### src/scdec_pkg.sv
// Purpose : shared constants for the card coupler command decoder
// Assumes : 100 MHz system clock
// Notes   : operation code sits in the top three bits of the byte
package scdec_pkg;
    localparam int          CLK_MHZ        = 100;
    localparam int          FILTER_NOM_US  = 50;
    localparam int          FILTER_CYCLES  = FILTER_NOM_US * CLK_MHZ;
    localparam int          FILTER_W       = 16;
    localparam int          BYTE_BITS      = 8;
    localparam logic [3:0]  BIT_LAST       = 4'h7;
    localparam logic [3:0]  BIT_RST_IDX    = 4'h3;
    localparam int          OP_HI          = 7;
    localparam int          OP_LO          = 5;
    localparam int          PRM_HI         = 4;
    localparam logic [2:0]  OP_EXT_ASYNC   = 3'h4;
    localparam logic [2:0]  OP_CONFIG      = 3'h5;
    localparam logic [2:0]  OP_SYNC_DRIVE  = 3'h6;
    localparam logic [2:0]  OP_RESERVED    = 3'h7;
    localparam logic [1:0]  SUPPLY_OFF     = 2'h0;
    localparam logic [1:0]  CLK_STOP       = 2'h0;
    localparam logic [1:0]  CLK_DIV1       = 2'h1;
    localparam logic [1:0]  CLK_DIV2       = 2'h2;
    localparam logic [1:0]  CLK_DIV4       = 2'h3;
    localparam logic [4:0]  CFG_DET_NO     = 5'h00;
    localparam logic [4:0]  CFG_DET_NC     = 5'h01;
    localparam logic [4:0]  CFG_SER_SPEC   = 5'h02;
    localparam logic [4:0]  CFG_SER_NORM   = 5'h03;
    localparam logic [4:0]  CFG_SLOPE_SLOW = 5'h04;
    localparam logic [4:0]  CFG_SLOPE_FAST = 5'h05;
endpackage : scdec_pkg
### src/scdec_decoder.sv
// Purpose : command byte shifter and decoder of a smart card coupler
// Assumes : serial clock, data and chip select sampled by clk_sys_i
// Notes   : bits arrive most significant first
//
// Function
// - byte is three-bit opcode plus five parameters
// - byte accepted only while chip select low
// - card reset pin follows bit four immediately
// - ordinary opcodes: bits one, zero set supply
// - opcode 110 drives aux contacts four, eight
// - opcode 101 sets detect polarity, serial mode
// - ordinary opcodes: clock bits 00 stop clock
// - card presence debounced, nominal 50 microseconds
// - clock bits 01 pass, 10 half, 11 quarter
// - opcode 101 values 0100/0101 select slopes
// - bank mode: opcodes below 100 must match bank pins
`timescale 1ns/1ps
module scdec_decoder #(
    parameter int FILTER_LEN = scdec_pkg::FILTER_CYCLES
) (
    input  wire logic       clk_sys_i,
    input  wire logic       rst_n_i,
    input  wire logic       cs_n_i,
    input  wire logic       sclk_i,
    input  wire logic       mosi_i,
    input  wire logic       bank_mode_i,
    input  wire logic       bank_address_pin_zero_i,
    input  wire logic       bank_address_pin_one_i,
    input  wire logic       card_clk_in_i,
    input  wire logic       card_detect_i,
    output logic            card_reset_pin_o,
    output logic [1:0]      card_supply_o,
    output logic            card_clock_out_o,
    output logic            aux_contact_four_o,
    output logic            aux_contact_eight_o,
    output logic            detect_switch_polarity_o,
    output logic            special_serial_mode_o,
    output logic            fast_edge_slope_o,
    output logic            card_present_o
);
    import scdec_pkg::*;

    // ------------------------------------------------------------
    // serial shifter
    // ------------------------------------------------------------
    logic       sclk_prev, next_sclk_prev;
    logic [3:0] bit_cnt, next_bit_cnt;
    logic [7:0] shift, next_shift;
    logic       rst_pin, next_rst_pin;
    logic       byte_done;
    logic [7:0] cmd_byte;

    always_comb begin
        next_sclk_prev = sclk_i;
        next_bit_cnt   = bit_cnt;
        next_shift     = shift;
        next_rst_pin   = rst_pin;
        byte_done      = 1'b0;
        cmd_byte       = {shift[6:0], mosi_i};
        if (cs_n_i) begin
            next_bit_cnt = 4'h0;
        end else if (sclk_i && !sclk_prev) begin
            next_shift = cmd_byte;
            if (bit_cnt == BIT_RST_IDX) begin
                next_rst_pin = mosi_i;
            end
            if (bit_cnt == BIT_LAST) begin
                byte_done    = 1'b1;
                next_bit_cnt = 4'h0;
            end else begin
                next_bit_cnt = bit_cnt + 4'h1;
            end
        end
    end

    always_ff @(posedge clk_sys_i) begin
        if (!rst_n_i) begin
            sclk_prev <= 1'b0;
            bit_cnt   <= 4'h0;
            shift     <= 8'h00;
            rst_pin   <= 1'b0;
        end else begin
            sclk_prev <= next_sclk_prev;
            bit_cnt   <= next_bit_cnt;
            shift     <= next_shift;
            rst_pin   <= next_rst_pin;
        end
    end

    // ------------------------------------------------------------
    // command decode and settings
    // ------------------------------------------------------------
    logic [2:0] opcode;
    logic [4:0] param;
    logic       bank_ok, ordinary;
    logic [1:0] supply, next_supply;
    logic [1:0] clk_sel, next_clk_sel;
    logic       aux4, next_aux4, aux8, next_aux8;
    logic       det_nc, next_det_nc, ser_spec, next_ser_spec;
    logic       slope_fast, next_slope_fast;

    always_comb begin
        opcode   = cmd_byte[OP_HI:OP_LO];
        param    = cmd_byte[PRM_HI:0];
        ordinary = (opcode != OP_SYNC_DRIVE) && (opcode != OP_CONFIG)
                   && (opcode != OP_RESERVED);
        bank_ok  = !bank_mode_i || (opcode >= OP_EXT_ASYNC)
                   || (opcode[1:0] == {bank_address_pin_one_i,
                                       bank_address_pin_zero_i});
        next_supply     = supply;
        next_clk_sel    = clk_sel;
        next_aux4       = aux4;
        next_aux8       = aux8;
        next_det_nc     = det_nc;
        next_ser_spec   = ser_spec;
        next_slope_fast = slope_fast;
        if (byte_done && bank_ok) begin
            if (ordinary) begin
                next_supply  = param[1:0];
                next_clk_sel = param[3:2];
            end else if (opcode == OP_SYNC_DRIVE) begin
                next_aux4 = param[1];
                next_aux8 = param[0];
            end else if (opcode == OP_CONFIG) begin
                case (param)
                    CFG_DET_NO:     next_det_nc     = 1'b0;
                    CFG_DET_NC:     next_det_nc     = 1'b1;
                    CFG_SER_SPEC:   next_ser_spec   = 1'b1;
                    CFG_SER_NORM:   next_ser_spec   = 1'b0;
                    CFG_SLOPE_SLOW: next_slope_fast = 1'b0;
                    CFG_SLOPE_FAST: next_slope_fast = 1'b1;
                    default:        next_det_nc     = det_nc;
                endcase
            end
        end
    end

    always_ff @(posedge clk_sys_i) begin
        if (!rst_n_i) begin
            supply     <= SUPPLY_OFF;
            clk_sel    <= CLK_STOP;
            aux4       <= 1'b0;
            aux8       <= 1'b0;
            det_nc     <= 1'b0;
            ser_spec   <= 1'b0;
            slope_fast <= 1'b0;
        end else begin
            supply     <= next_supply;
            clk_sel    <= next_clk_sel;
            aux4       <= next_aux4;
            aux8       <= next_aux8;
            det_nc     <= next_det_nc;
            ser_spec   <= next_ser_spec;
            slope_fast <= next_slope_fast;
        end
    end

    // ------------------------------------------------------------
    // card clock divider
    // ------------------------------------------------------------
    logic cin_prev, next_cin_prev, div_half, next_div_half;
    logic cclk, next_cclk;

    always_comb begin
        next_cin_prev = card_clk_in_i;
        next_div_half = div_half;
        next_cclk     = cclk;
        case (clk_sel)
            CLK_STOP: begin
                next_cclk     = 1'b0;
                next_div_half = 1'b0;
            end
            CLK_DIV1: next_cclk = card_clk_in_i;
            CLK_DIV2: begin
                if (card_clk_in_i && !cin_prev) begin
                    next_cclk = !cclk;
                end
            end
            default: begin
                if (card_clk_in_i && !cin_prev) begin
                    next_div_half = !div_half;
                    if (div_half) begin
                        next_cclk = !cclk;
                    end
                end
            end
        endcase
    end

    always_ff @(posedge clk_sys_i) begin
        if (!rst_n_i) begin
            cin_prev <= 1'b0;
            div_half <= 1'b0;
            cclk     <= 1'b0;
        end else begin
            cin_prev <= next_cin_prev;
            div_half <= next_div_half;
            cclk     <= next_cclk;
        end
    end

    // ------------------------------------------------------------
    // card presence filter
    // ------------------------------------------------------------
    logic [FILTER_W-1:0] filt_cnt, next_filt_cnt;
    logic                present, next_present, raw_present;

    always_comb begin
        raw_present   = card_detect_i ^ det_nc;
        next_present  = present;
        next_filt_cnt = '0;
        if (raw_present != present) begin
            if (filt_cnt == FILTER_W'(FILTER_LEN - 1)) begin
                next_present = raw_present;
            end else begin
                next_filt_cnt = filt_cnt + 1'b1;
            end
        end
    end

    always_ff @(posedge clk_sys_i) begin
        if (!rst_n_i) begin
            filt_cnt <= '0;
            present  <= 1'b0;
        end else begin
            filt_cnt <= next_filt_cnt;
            present  <= next_present;
        end
    end

    assign card_reset_pin_o         = rst_pin;
    assign card_supply_o            = supply;
    assign card_clock_out_o         = cclk;
    assign aux_contact_four_o       = aux4;
    assign aux_contact_eight_o      = aux8;
    assign detect_switch_polarity_o = det_nc;
    assign special_serial_mode_o    = ser_spec;
    assign fast_edge_slope_o        = slope_fast;
    assign card_present_o           = present;
endmodule : scdec_decoder

### config.mk
export PLATFORM = sky130hd
export DESIGN_NAME = scdec_decoder
export DESIGN_NICKNAME = d
export VERILOG_FILES = /design/src/scdec_pkg.sv /design/src/scdec_decoder.sv
export SDC_FILE = /design/constraint.sdc
export NUM_CORES = 1
export LEC_CHECK = 0
export ABC_AREA = 1
export BUFFER_PORTS_ARGS = -buffer_cell sky130_fd_sc_hd__buf_2
export CAP_MARGIN = 40
export CORE_AREA = 8 8 88 90
export DETAILED_ROUTE_END_ITERATION = 12
export DIE_AREA = 0 0 96 98
export PLACE_DENSITY = 0.53
export SYNTH_ARGS = -nofsm -noshare
export SYNTH_HDL_FRONTEND = slang
export SYNTH_SLANG_ARGS = --single-unit
### constraint.sdc
create_clock -name clk_sys_i -period 1.5 [get_ports clk_sys_i]
set_input_delay 0.15 -clock clk_sys_i [delete_from_list [all_inputs] [get_ports clk_sys_i]]
set_output_delay 0.15 -clock clk_sys_i [all_outputs]
set_load 0.005 [all_outputs]
* Word-level counts from Yosys, hierarchy flattened
Cells that the tools add are included.
Cells by class: multiplexer cells 13, shifts and indexed selects 0, eq/ne operators 18, div/mod/pow operators 0, add/subtract/negate cells 2, $mul 0, reductions and logical operators 33, bitwise logic cells 7, magnitude comparators 1
Operators with widths (count):
- $add 16x1->16 const B | 1
- $eq 16x13->1 const B | 1
- $reduce_and 5->1 | 3
- $eq 5x2->1 const B | 2
- $eq 5x3->1 const B | 2
- $ne 3x3->1 const B | 3
- $reduce_and 3->1 | 3
- $pmux 1 s2 | 4
- $reduce_and 2->1 | 4
- $reduce_bool 2->1 | 4
- $mux 1 | 7
- $eq 3x3->1 const B | 2
- $not 1->1 | 6
- $eq 5x1->1 const B | 1
- $logic_and 1x1->1 | 5
- $logic_not 1->1 | 5
- $logic_not 5->1 | 1
- $add 4x1->4 const B | 1
- $eq 4x2->1 const B | 1
- $eq 4x3->1 const B | 1
- $mux 4 | 1
- $reduce_bool 4->1 | 1
- $reduce_or 2->1 | 2
- $ge 3x3->1 const B | 1
- other kinds (11) | 12
Word-level totals: memories 0, bits in read-only memories 0, bits in registers 42, bits in writable memories 0, logic and storage cells 90, bits in latches 0, bits of input ports 10, output and inout port bits 10

* Logic depth before layout (Yosys ltp)
Gate-level depths: netlist (run 1).
depth after elaboration 6, gate-level depth with buffers 11, mapped depth without buffers 11

* Worst setup path before layout (run 1)
Ideal clock, no wire load.
path type register to register, start point reg bit_cnt[0], end point reg clk_sel[1], stages on the path, launching flop included 9, required time 1.389 ns, setup slack 0.141 ns, arrival time 1.247 ns, setup time 0.111 ns, path buffers 0, period minus slack after synthesis 1.359 ns, path through dfxtp_1 ha_1 nand3_1 nor2_8 nand2_4 nor2_8 nand2_1 nand2_1 nor2_2
On the way: word-level cells in the longest chain between the ends 6
RTL lines:
- start: declaration | line scdec_decoder.sv:47 | logic [3:0] bit_cnt, next_bit_cnt;
- start signal: assignment | line scdec_decoder.sv:84 | bit_cnt <= next_bit_cnt;
- $eq 4x3->1 | line scdec_decoder.sv:67 | if (bit_cnt == BIT_LAST) begin
- $mux 1 | line scdec_decoder.sv:67
- $mux 1 | line scdec_decoder.sv:62 | end else if (sclk_i && !sclk_prev) begin
- $mux 1 | line scdec_decoder.sv:60 | if (cs_n_i) begin
- $logic_and 1x1->1 | line scdec_decoder.sv:117 | if (byte_done && bank_ok) begin
- $reduce_and 2->1 (no line)
- end signal: assignment | line scdec_decoder.sv:149 | clk_sel <= next_clk_sel;
- end: declaration | line scdec_decoder.sv:97 | logic [1:0] clk_sel, next_clk_sel;
No other way between the ends. A chain may end at the register's enable or synchronous reset.

* Worst setup path in the final report (run 1)
start point reg filt_cnt[0], end point reg filt_cnt[14]
On the way: word-level cells in the longest chain between the ends 2, elaborated cells on any way between the ends 3, those cells by class add/sub (1); eq/ne (1); reduce/logical (1)
RTL lines:
- start: declaration | line scdec_decoder.sv:205 | logic [FILTER_W-1:0] filt_cnt, next_filt_cnt;
- start signal: assignment | line scdec_decoder.sv:226 | filt_cnt <= next_filt_cnt;
- branches (longest 2 deep; another with $add 16x1->16)
Parallel ways; which one is timed is not known.

==> results of run 1 <==
repair_timing:
item | in CTS | in global routing
resized for setup | 1 | 3
hold buffers | 0 | 0
pin swaps | 0 | 2
endpoints found under the setup margin | 2 | 20
endpoints found under the hold margin | 0 | 0
buffers inserted | 0 | 0
worst max-delay path, stage by stage (launching register included):
cell and delay, ps:
dfxtp_1 340, ha_1 170, nand2_1 90, nor3_1 310, nand3_1 140, xor2_1 160, nand2_1 50, inv_1 30
worst max-delay path by stage:
stage,from,end,cells past startpoint
global route,bit_cnt[0]$_SDFFE_PP0N_,clk_sel[1]$_SDFFE_PN0P_,9
finish,filt_cnt[0]$_SDFF_PP0_,filt_cnt[14]$_SDFF_PP0_,7
CTS,bit_cnt[0]$_SDFFE_PP0N_,clk_sel[1]$_SDFFE_PN0P_,9
floorplan,bit_cnt[0]$_SDFFE_PP0N_,clk_sel[1]$_SDFFE_PN0P_,8
global placement,bit_cnt[0]$_SDFFE_PP0N_,clk_sel[0]$_SDFFE_PN0P_,8
detailed placement,bit_cnt[0]$_SDFFE_PP0N_,clk_sel[1]$_SDFFE_PN0P_,9
state kept, by name (all words and copies together) (netlist names):
register / cells
shift: 7
div_half: 1
special_serial_mode_o: 1
sclk_prev: 1
fast_edge_slope_o: 1
card_supply_o: 2
card_present_o: 1
detect_switch_polarity_o: 1
clk_sel: 2
filt_cnt: 16
cin_prev: 1
card_clock_out_o: 1
aux_contact_four_o: 1
card_reset_pin_o: 1
aux_contact_eight_o: 1
bit_cnt: 4
cell families (layout without fill, tap and decap cells):
logic type / Yosys count / in the layout
xor+xnor: 10 / 10
fa+ha+maj: 5 / 5
flops: 42 / 42
compound gates: 37 / 37
buf+inv: 66 / 98
simple gates: 153 / 153
routing by layer:
| metal | track usage | up-vias |
|---|---|---|
| met5 | 0 | - |
| met4 | 0.0320 | 0 |
| met3 | 0.0284 | 7 |
| met2 | 0.170 | 17 |
| met1 | 0.116 | 852 |
| li1 | - | 1027 |
cell type report:
cell class	instances	area [sq um]	share of cell area
multi-input cells	205	1110	0.434
flip-flops and latches	42	841	0.330
inverters	62	233	0.0912
repair buffers	28	175	0.0687
well taps	80	100	0.0392
clock buffers	6	82.6	0.0324
clock inverters	2	12.5	0.00490
Yosys cell counts, types with 2 or more instances:
master	instances	area, sq um
nand2_1	64	240
nor2_4	2	22.5
inv_2	6	22.5
nor3_2	2	20.0
xnor2_1	2	17.5
nand4_1	9	56.3
dfxtp_1	42	841
nand3_1	14	70.1
inv_1	56	210
o21ai_0	15	75.1
nor3_1	7	35.0
xor2_1	8	70.1
ha_1	5	62.6
nor2_2	9	56.3
nor2_8	2	40.0
nand2_4	3	33.8
nor2_1	39	146
clkbuf_1	3	11.3
a21oi_1	16	80.1
power by group:
group	switching [mW]	internal [mW]	total [mW]
sequential	0.0164	1.13	1.15
clock	0.393	0.370	0.763
combinational	0.0990	0.0577	0.157
total	0.509	1.56	2.07
stage by stage:
step / instances / power (mW) / cell area (sq um) / setup TNS (ps) / utilization
3_3_place_gp: 417 / 1.33 / 2440 / 0 / 0.376
2_1_floorplan: 313 / 1.28 / 2180 / 0 / -
4_1_cts: 425 / 2.11 / 2540 / 0 / 0.391
3_5_place_dp: 417 / 1.33 / 2440 / 0 / 0.376
5_1_grt: 425 / 2.18 / 2550 / -18.1 / 0.393
6_report: 425 / 2.07 / 2550 / 0 / 0.393
==> results by group, run 1 <==
Worst setup path
  – Biggest fanout along the worst timing path: 3
  – Endpoint of the worst-slack reg-to-reg timing path: filt_cnt[14]$_SDFF_PP0_
  – Worst setup EP type: register
  – Minimum setup slack among reg-to-reg paths: ~110 ps
  – Worst endpoint data arrival time: 1580 ps
  – Worst Setup Start Kind: register
  – Required @ worst endpoint: between 1500 and 2000 ps
  – Worst Path Class, Setup: register to register
  – Beginning of the worst register-to-register path: filt_cnt[0]$_SDFF_PP0_
  – FF-to-FF path depth: 7

Synthesis
  – Avg Inst Size Synth: about 7.0 sq um
  – Synthesized instance count: 313
  – Synthesized-area fraction occupied by and/or/nand/nor cells: 0.336
  – Number of flops mapped to enable cells by yosys: 0
  – Largest family of logic cells by synthesized area: simple AND/OR/NAND/NOR gates
  – Adder and majority gate portion of the synthesized area: 0.0287
  – Number of warnings printed during yosys synthesis: 0
  – Number of different library cells in the post-synthesis netlist: 28
  – Async S/R FF share, synth: 0
  – Net Count, Synth: 328
  – Flip-flop and latch count after synthesis: 42
  – Most used DFF post-synth: dfxtp_1
  – Compound-Gate Fraction of Synth Area: 0.0946
  – Post-synthesis cell area: 2180 sq um
  – Multiplexer share of the synthesized area: 0
  – Xor/xnor share of the synthesized area: 0.0401
  – Portion of the post-synthesis area used by sequential elements: 0.385

Clocking
  – Number of levels the H-tree was split into: 2
  – Maximum clock insertion buffer count: 2
  – Latest clock arrival within the worst-skew pair: 290 ps
  – Clock Root Buffer: clkbuf_8
  – Clock buffer count from CTS: 5
  – CTS tree: done
  – Clock-pin slew on the worst setup and hold paths: around 80 ps
  – Clock Sinks: 42

STA
  – Clock Skews: between 4 and 5 ps
  – Slew at the pin closest to its max-slew limit: around 320 ps
  – Total count of max-transition violations in the final report: 0
  – Total count of hold-check failures in the final report: 0
  – Final critical delay including setup and external delays: 1390 ps
  – Hold_ws: about 67 ps
  – FMAX: 719 MHz
  – Minimum setup slack in the final design: approximately 110 ps
  – Worst slew slack as a fraction of its limit: 0.787
  – Final period util: 0.927
  – Final-report setup violation count: 0

Routing
  – Routed wl met3: between 100 and 150 um
  – Mean number of vias per cell: roughly 4.5
  – Wire length after detailed routing: roughly 4400 um
  – Vias after detailed routing: approximately 1900
  – Met1 routed wirelength after detailed routing: between 2000 and 2500 um
  – Routed len/inst: between 10 and 15 um
  – Highest routed layer: met4
  – Met2 WL: between 2000 and 2500 um
  – Count of antenna-violating nets left after detailed routing: 0
  – Post-detailed-route DRC marker count: 0
  – Number of detailed-route iterations in the first pass: 4
  – DRT iter0 DRCs: 39

Power and ir drop
  – Max rail drop VDD: 0.489 mV
  – Leakage Power: 1.14 nW
  – Cell Pwr Density: ~810 nW/um^2

Layout
  – Layout cell share with drive strength beyond 1: 0.191
  – Nets: about 360
  – # diodes: 0
  – Area grow syn2layout: 16.9%
  – FILL cells: between 700 and 800
  – Commonest cells after routing, fill and taps aside: nand2_1, inv_1, dfxtp_1, nor2_1, buf_2
  – Leading cell type in the layout, fill and taps excluded: nand2_1

Placement
  – Count of buffers inserted at the top-level ports: 19
  – Worst slack, placed: about 25 ps
  – Final weighted congestion in routability-driven placement: 0.769
  – HPWL after detailed placement: between 3000 and 4000 um

Die
  – Placeable core region: around 6500 sq um
  – Die Area: about 9400 sq um
  – Height of the die: roughly 98 um
  – Initial cell density of the core: 0.336
  – Row Count: 30
  – Top-Level Pins: 20
  – Die width: between 90 and 100 um

Hold path
  – Worst min path class: input pin to register
  – Launch instance of the worst min-delay path: sclk_i
  – Sink of the worst hold path: sclk_prev$_SDFF_PN0_
  – Number of stages on the worst hold path: 3

GRT
  – Remaining global-route overflow: 0
  – Via count of the first global-routing pass: approximately 1800
  – GRT Total Usage: 0.100
  – Initial antenna violation count: 0
  – Pin count of the biggest net entering global routing: 18
  – Wire length of the first global-routing pass: around 7700 um

Job
  – Max-capacitance violation count: 0

Status
  – Result of the run: finished, final reports clean
Power figures use the tool's default switching activity.
==> run 2, diff against run 1 <==
CORE_AREA = 3 3 83 85   (was 8 8 88 90)
DIE_AREA = 0 0 86 88   (was 0 0 96 98)
PLACE_DENSITY = unset   (was 0.53)
PLACE_DENSITY_LB_ADDON = 0.12   (was unset)
SLEW_MARGIN = 5   (was unset)
==> results by group, run 2 (same netlist as run 1, synthesis figures left out) <==
Clocking
  – Latest clock arrival within the worst-skew pair: 300 ps (about the same)
  – Number of levels the H-tree was split into: 2 (unchanged)
  – CTS tree: done
  – Clock Sinks: 42 (unchanged)
  – Clock-pin slew on the worst setup and hold paths: 80 ps (about the same)
  – Clock buffer count from CTS: 5 (unchanged)
  – Clock Root Buffer: clkbuf_8
  – Maximum clock insertion buffer count: 2 (unchanged)

Die
  – Row Count: 29 (-3.3%)
  – Placeable core region: 6280 sq um (-3.3%)
  – Initial cell density of the core: 0.348 (+0.0116)
  – Top-Level Pins: 20 (unchanged)
  – Die width: 86 um (-10%)
  – Die Area: 7570 sq um (-20%)
  – Height of the die: 88 um (-10%)

Worst setup path
  – Endpoint of the worst-slack reg-to-reg timing path: filt_cnt[14]$_SDFF_PP0_
  – Worst Setup Start Kind: register
  – Biggest fanout along the worst timing path: 3 (unchanged)
  – FF-to-FF path depth: 7 (unchanged)
  – Worst Path Class, Setup: register to register
  – Worst setup EP type: register
  – Beginning of the worst register-to-register path: filt_cnt[1]$_SDFF_PP0_
  – Minimum setup slack among reg-to-reg paths: 90 ps (-20 ps)
  – Worst endpoint data arrival time: 1610 ps (+30 ps)
  – Required @ worst endpoint: 1700 ps (about the same)

Job
  – Max-capacitance violation count: 0 (unchanged)

Placement
  – Post-placement cell count: 414 (-0.72%)
  – Final weighted congestion in routability-driven placement: 0.767 (-0.22%)
  – Count of buffers inserted at the top-level ports: 19 (unchanged)
  – HPWL after detailed placement: 3550 um (+4.2%)
  – Placed inst area: 2430 sq um (-0.15%)

Layout
  – Layout cell share with drive strength beyond 1: 0.208 (+0.0168)
  – Commonest cells after routing, fill and taps aside: nand2_1, inv_1, dfxtp_1, nor2_1, buf_2
  – Biggest registers after layout: filt_cnt: 16 flops, shift: 7 flops, bit_cnt: 4 flops
  – # diodes: 0 (unchanged)
  – Leading cell type in the layout, fill and taps excluded: nand2_1
  – Final non-filler cell area: 2560 sq um (+0.49%)
  – Reg with most FFs: filt_cnt
  – Nets: 361 (+0.56%)
  – FILL cells: 685 (-4.2%)
  – Area grow syn2layout: 17.5%
  – Max reg flops: 16 (unchanged)
  – Non-filler instance count after layout: 423 (-0.47%)

Power and ir drop
  – P_int: 1.51 mW (-3.6%)
  – Cell Pwr Density: 784 nW/um^2 (-3.4%)
  – Switching power as a share of total power: 0.251 (+0.00551)
  – Power share of the combinational group: 0.080 (+0.004)
  – Max rail drop VDD: 0.308 mV (-37%)
  – Final Power: 2.01 mW (-2.9%)
  – Power spent charging and discharging nets: 0.505 mW (-0.73%)
  – Portion of total power attributed to the clock network: 0.348 (-0.021)
  – Leakage Power: 1.16 nW (+1.9%)
  – Seq pwr share: 0.572 (+0.016)

Hold path
  – Worst min path class: input pin to register
  – Launch instance of the worst min-delay path: sclk_i
  – Sink of the worst hold path: sclk_prev$_SDFF_PN0_
  – Number of stages on the worst hold path: 3 (unchanged)

STA
  – Setup_tns: 0 ps (unchanged)
  – Final critical delay including setup and external delays: 1410 ps (+15.5 ps)
  – Final period util: 0.938 (+0.0103)
  – Worst slew slack as a fraction of its limit: 0.787 (about the same)
  – FMAX: 711 MHz (-1.1%)
  – Final-report setup violation count: 0 (unchanged)
  – Clock Skews: 2.98 ps (-1.96 ps)
  – Slew at the pin closest to its max-slew limit: 317 ps (-1.03 ps)
  – Total count of max-transition violations in the final report: 0 (unchanged)
  – Total count of hold-check failures in the final report: 0 (unchanged)
  – Hold_ws: 59.1 ps (-7.60 ps)

Routing
  – Vias after detailed routing: 1890 (-0.68%)
  – Routed len/inst: 10.9 um (+5.3%)
  – Number of detailed-route iterations in the first pass: 4 (unchanged)
  – Mean number of vias per cell: 4.47 (-0.21%)
  – Count of antenna-violating nets left after detailed routing: 0 (unchanged)
  – DRT iter0 DRCs: 62 (+59%)
  – Wire length after detailed routing: 4610 um (+4.8%)
  – Post-detailed-route DRC marker count: 0 (unchanged)

GRT
  – GRT Total Usage: 0.134 (+0.0336)
  – Initial antenna violation count: 0 (unchanged)
  – Met2 Track Usage GR: 0.228 (+0.0573)
  – Pin count of the biggest net entering global routing: 23 (+5)
  – Gr busiest metal: met2
  – Grt met3 use: 0.0414 (+0.0130)
  – Met1 Use GR: 0.163 (+0.0469)
  – Via count of the first global-routing pass: 1830 (+1.8%)
  – Remaining global-route overflow: 0 (unchanged)
  – Wire length of the first global-routing pass: 8050 um (+4.1%)

Status
  – Result of the run: finished, final reports clean
## run 2: cell count changes in the layout (fill, tap and decap cells not counted), sizes merged
cell / previous run / this run
buf: 28 / 30
clkbuf: 6 / 5
clkinv: 1 / 2
clkinvlp: 1 / 0
## run 2: layout make-up
type	instances	area, sq um	area share
multi-input cells	205	1120	0.438
clock buffers	5	68.8	0.0268
flip-flops and latches	42	843	0.329
clock inverters	2	10.0	0.00390
well taps	77	96.3	0.0376
inverters	62	233	0.0908
repair buffers	30	190	0.0742
## run 2: power by group through the flow
stage          logic, mW  registers (mW)  clock network (mW)
2_1_floorplan      0.109            1.17                   0
4_1_cts            0.161            1.15               0.738
6_report           0.160            1.15               0.700
5_1_grt            0.182            1.15               0.783
3_5_place_dp       0.160            1.18                   0
3_3_place_gp       0.159            1.18                   0
## run 2: layer usage
metal	vias up	wire length (um)
met2	15	2260
met4	0	82
met5	-	0
met3	6	132
met1	841	2130
li1	1028	-
## run 2: how the worst max path moves through the flow
stage / start / to / slack, ps / cells past startpoint
6_report: filt_cnt[1]$_SDFF_PP0_ / filt_cnt[14]$_SDFF_PP0_ / 90 / 7
5_1_grt: filt_cnt[7]$_SDFF_PP0_ / filt_cnt[12]$_SDFF_PP0_ / -10 / 8
4_1_cts: bit_cnt[0]$_SDFFE_PP0N_ / clk_sel[0]$_SDFFE_PN0P_ / 20 / 8
3_5_place_dp: bit_cnt[0]$_SDFFE_PP0N_ / clk_sel[0]$_SDFFE_PN0P_ / 40 / 8
3_3_place_gp: bit_cnt[0]$_SDFFE_PP0N_ / clk_sel[0]$_SDFFE_PN0P_ / 60 / 8
2_1_floorplan: bit_cnt[0]$_SDFFE_PP0N_ / clk_sel[1]$_SDFFE_PN0P_ / 140 / 8
## run 2: metrics by stage
stage | util | worst slack, ps
final | 0.408 | 93.4
after global routing | 0.408 | -13.3
after CTS | 0.400 | 24.5
after detailed placement | 0.388 | 36.5
after global placement | 0.388 | 61.2
after floorplan | - | 141
## run 2: timing repair
item	4_1_cts	5_1_grt
setup endpoints to repair	0	22
gates resized for setup	0	10
buffers inserted	0	2
hold buffers	0	0
## run 2: worst max-delay path, stage by stage (launching register included)
cell and delay, ps:
dfxtp_1 340, ha_1 180, nand2_2 90, nor3_1 300, nand3_1 150, xor2_1 170, nand2_1 50, inv_1 30
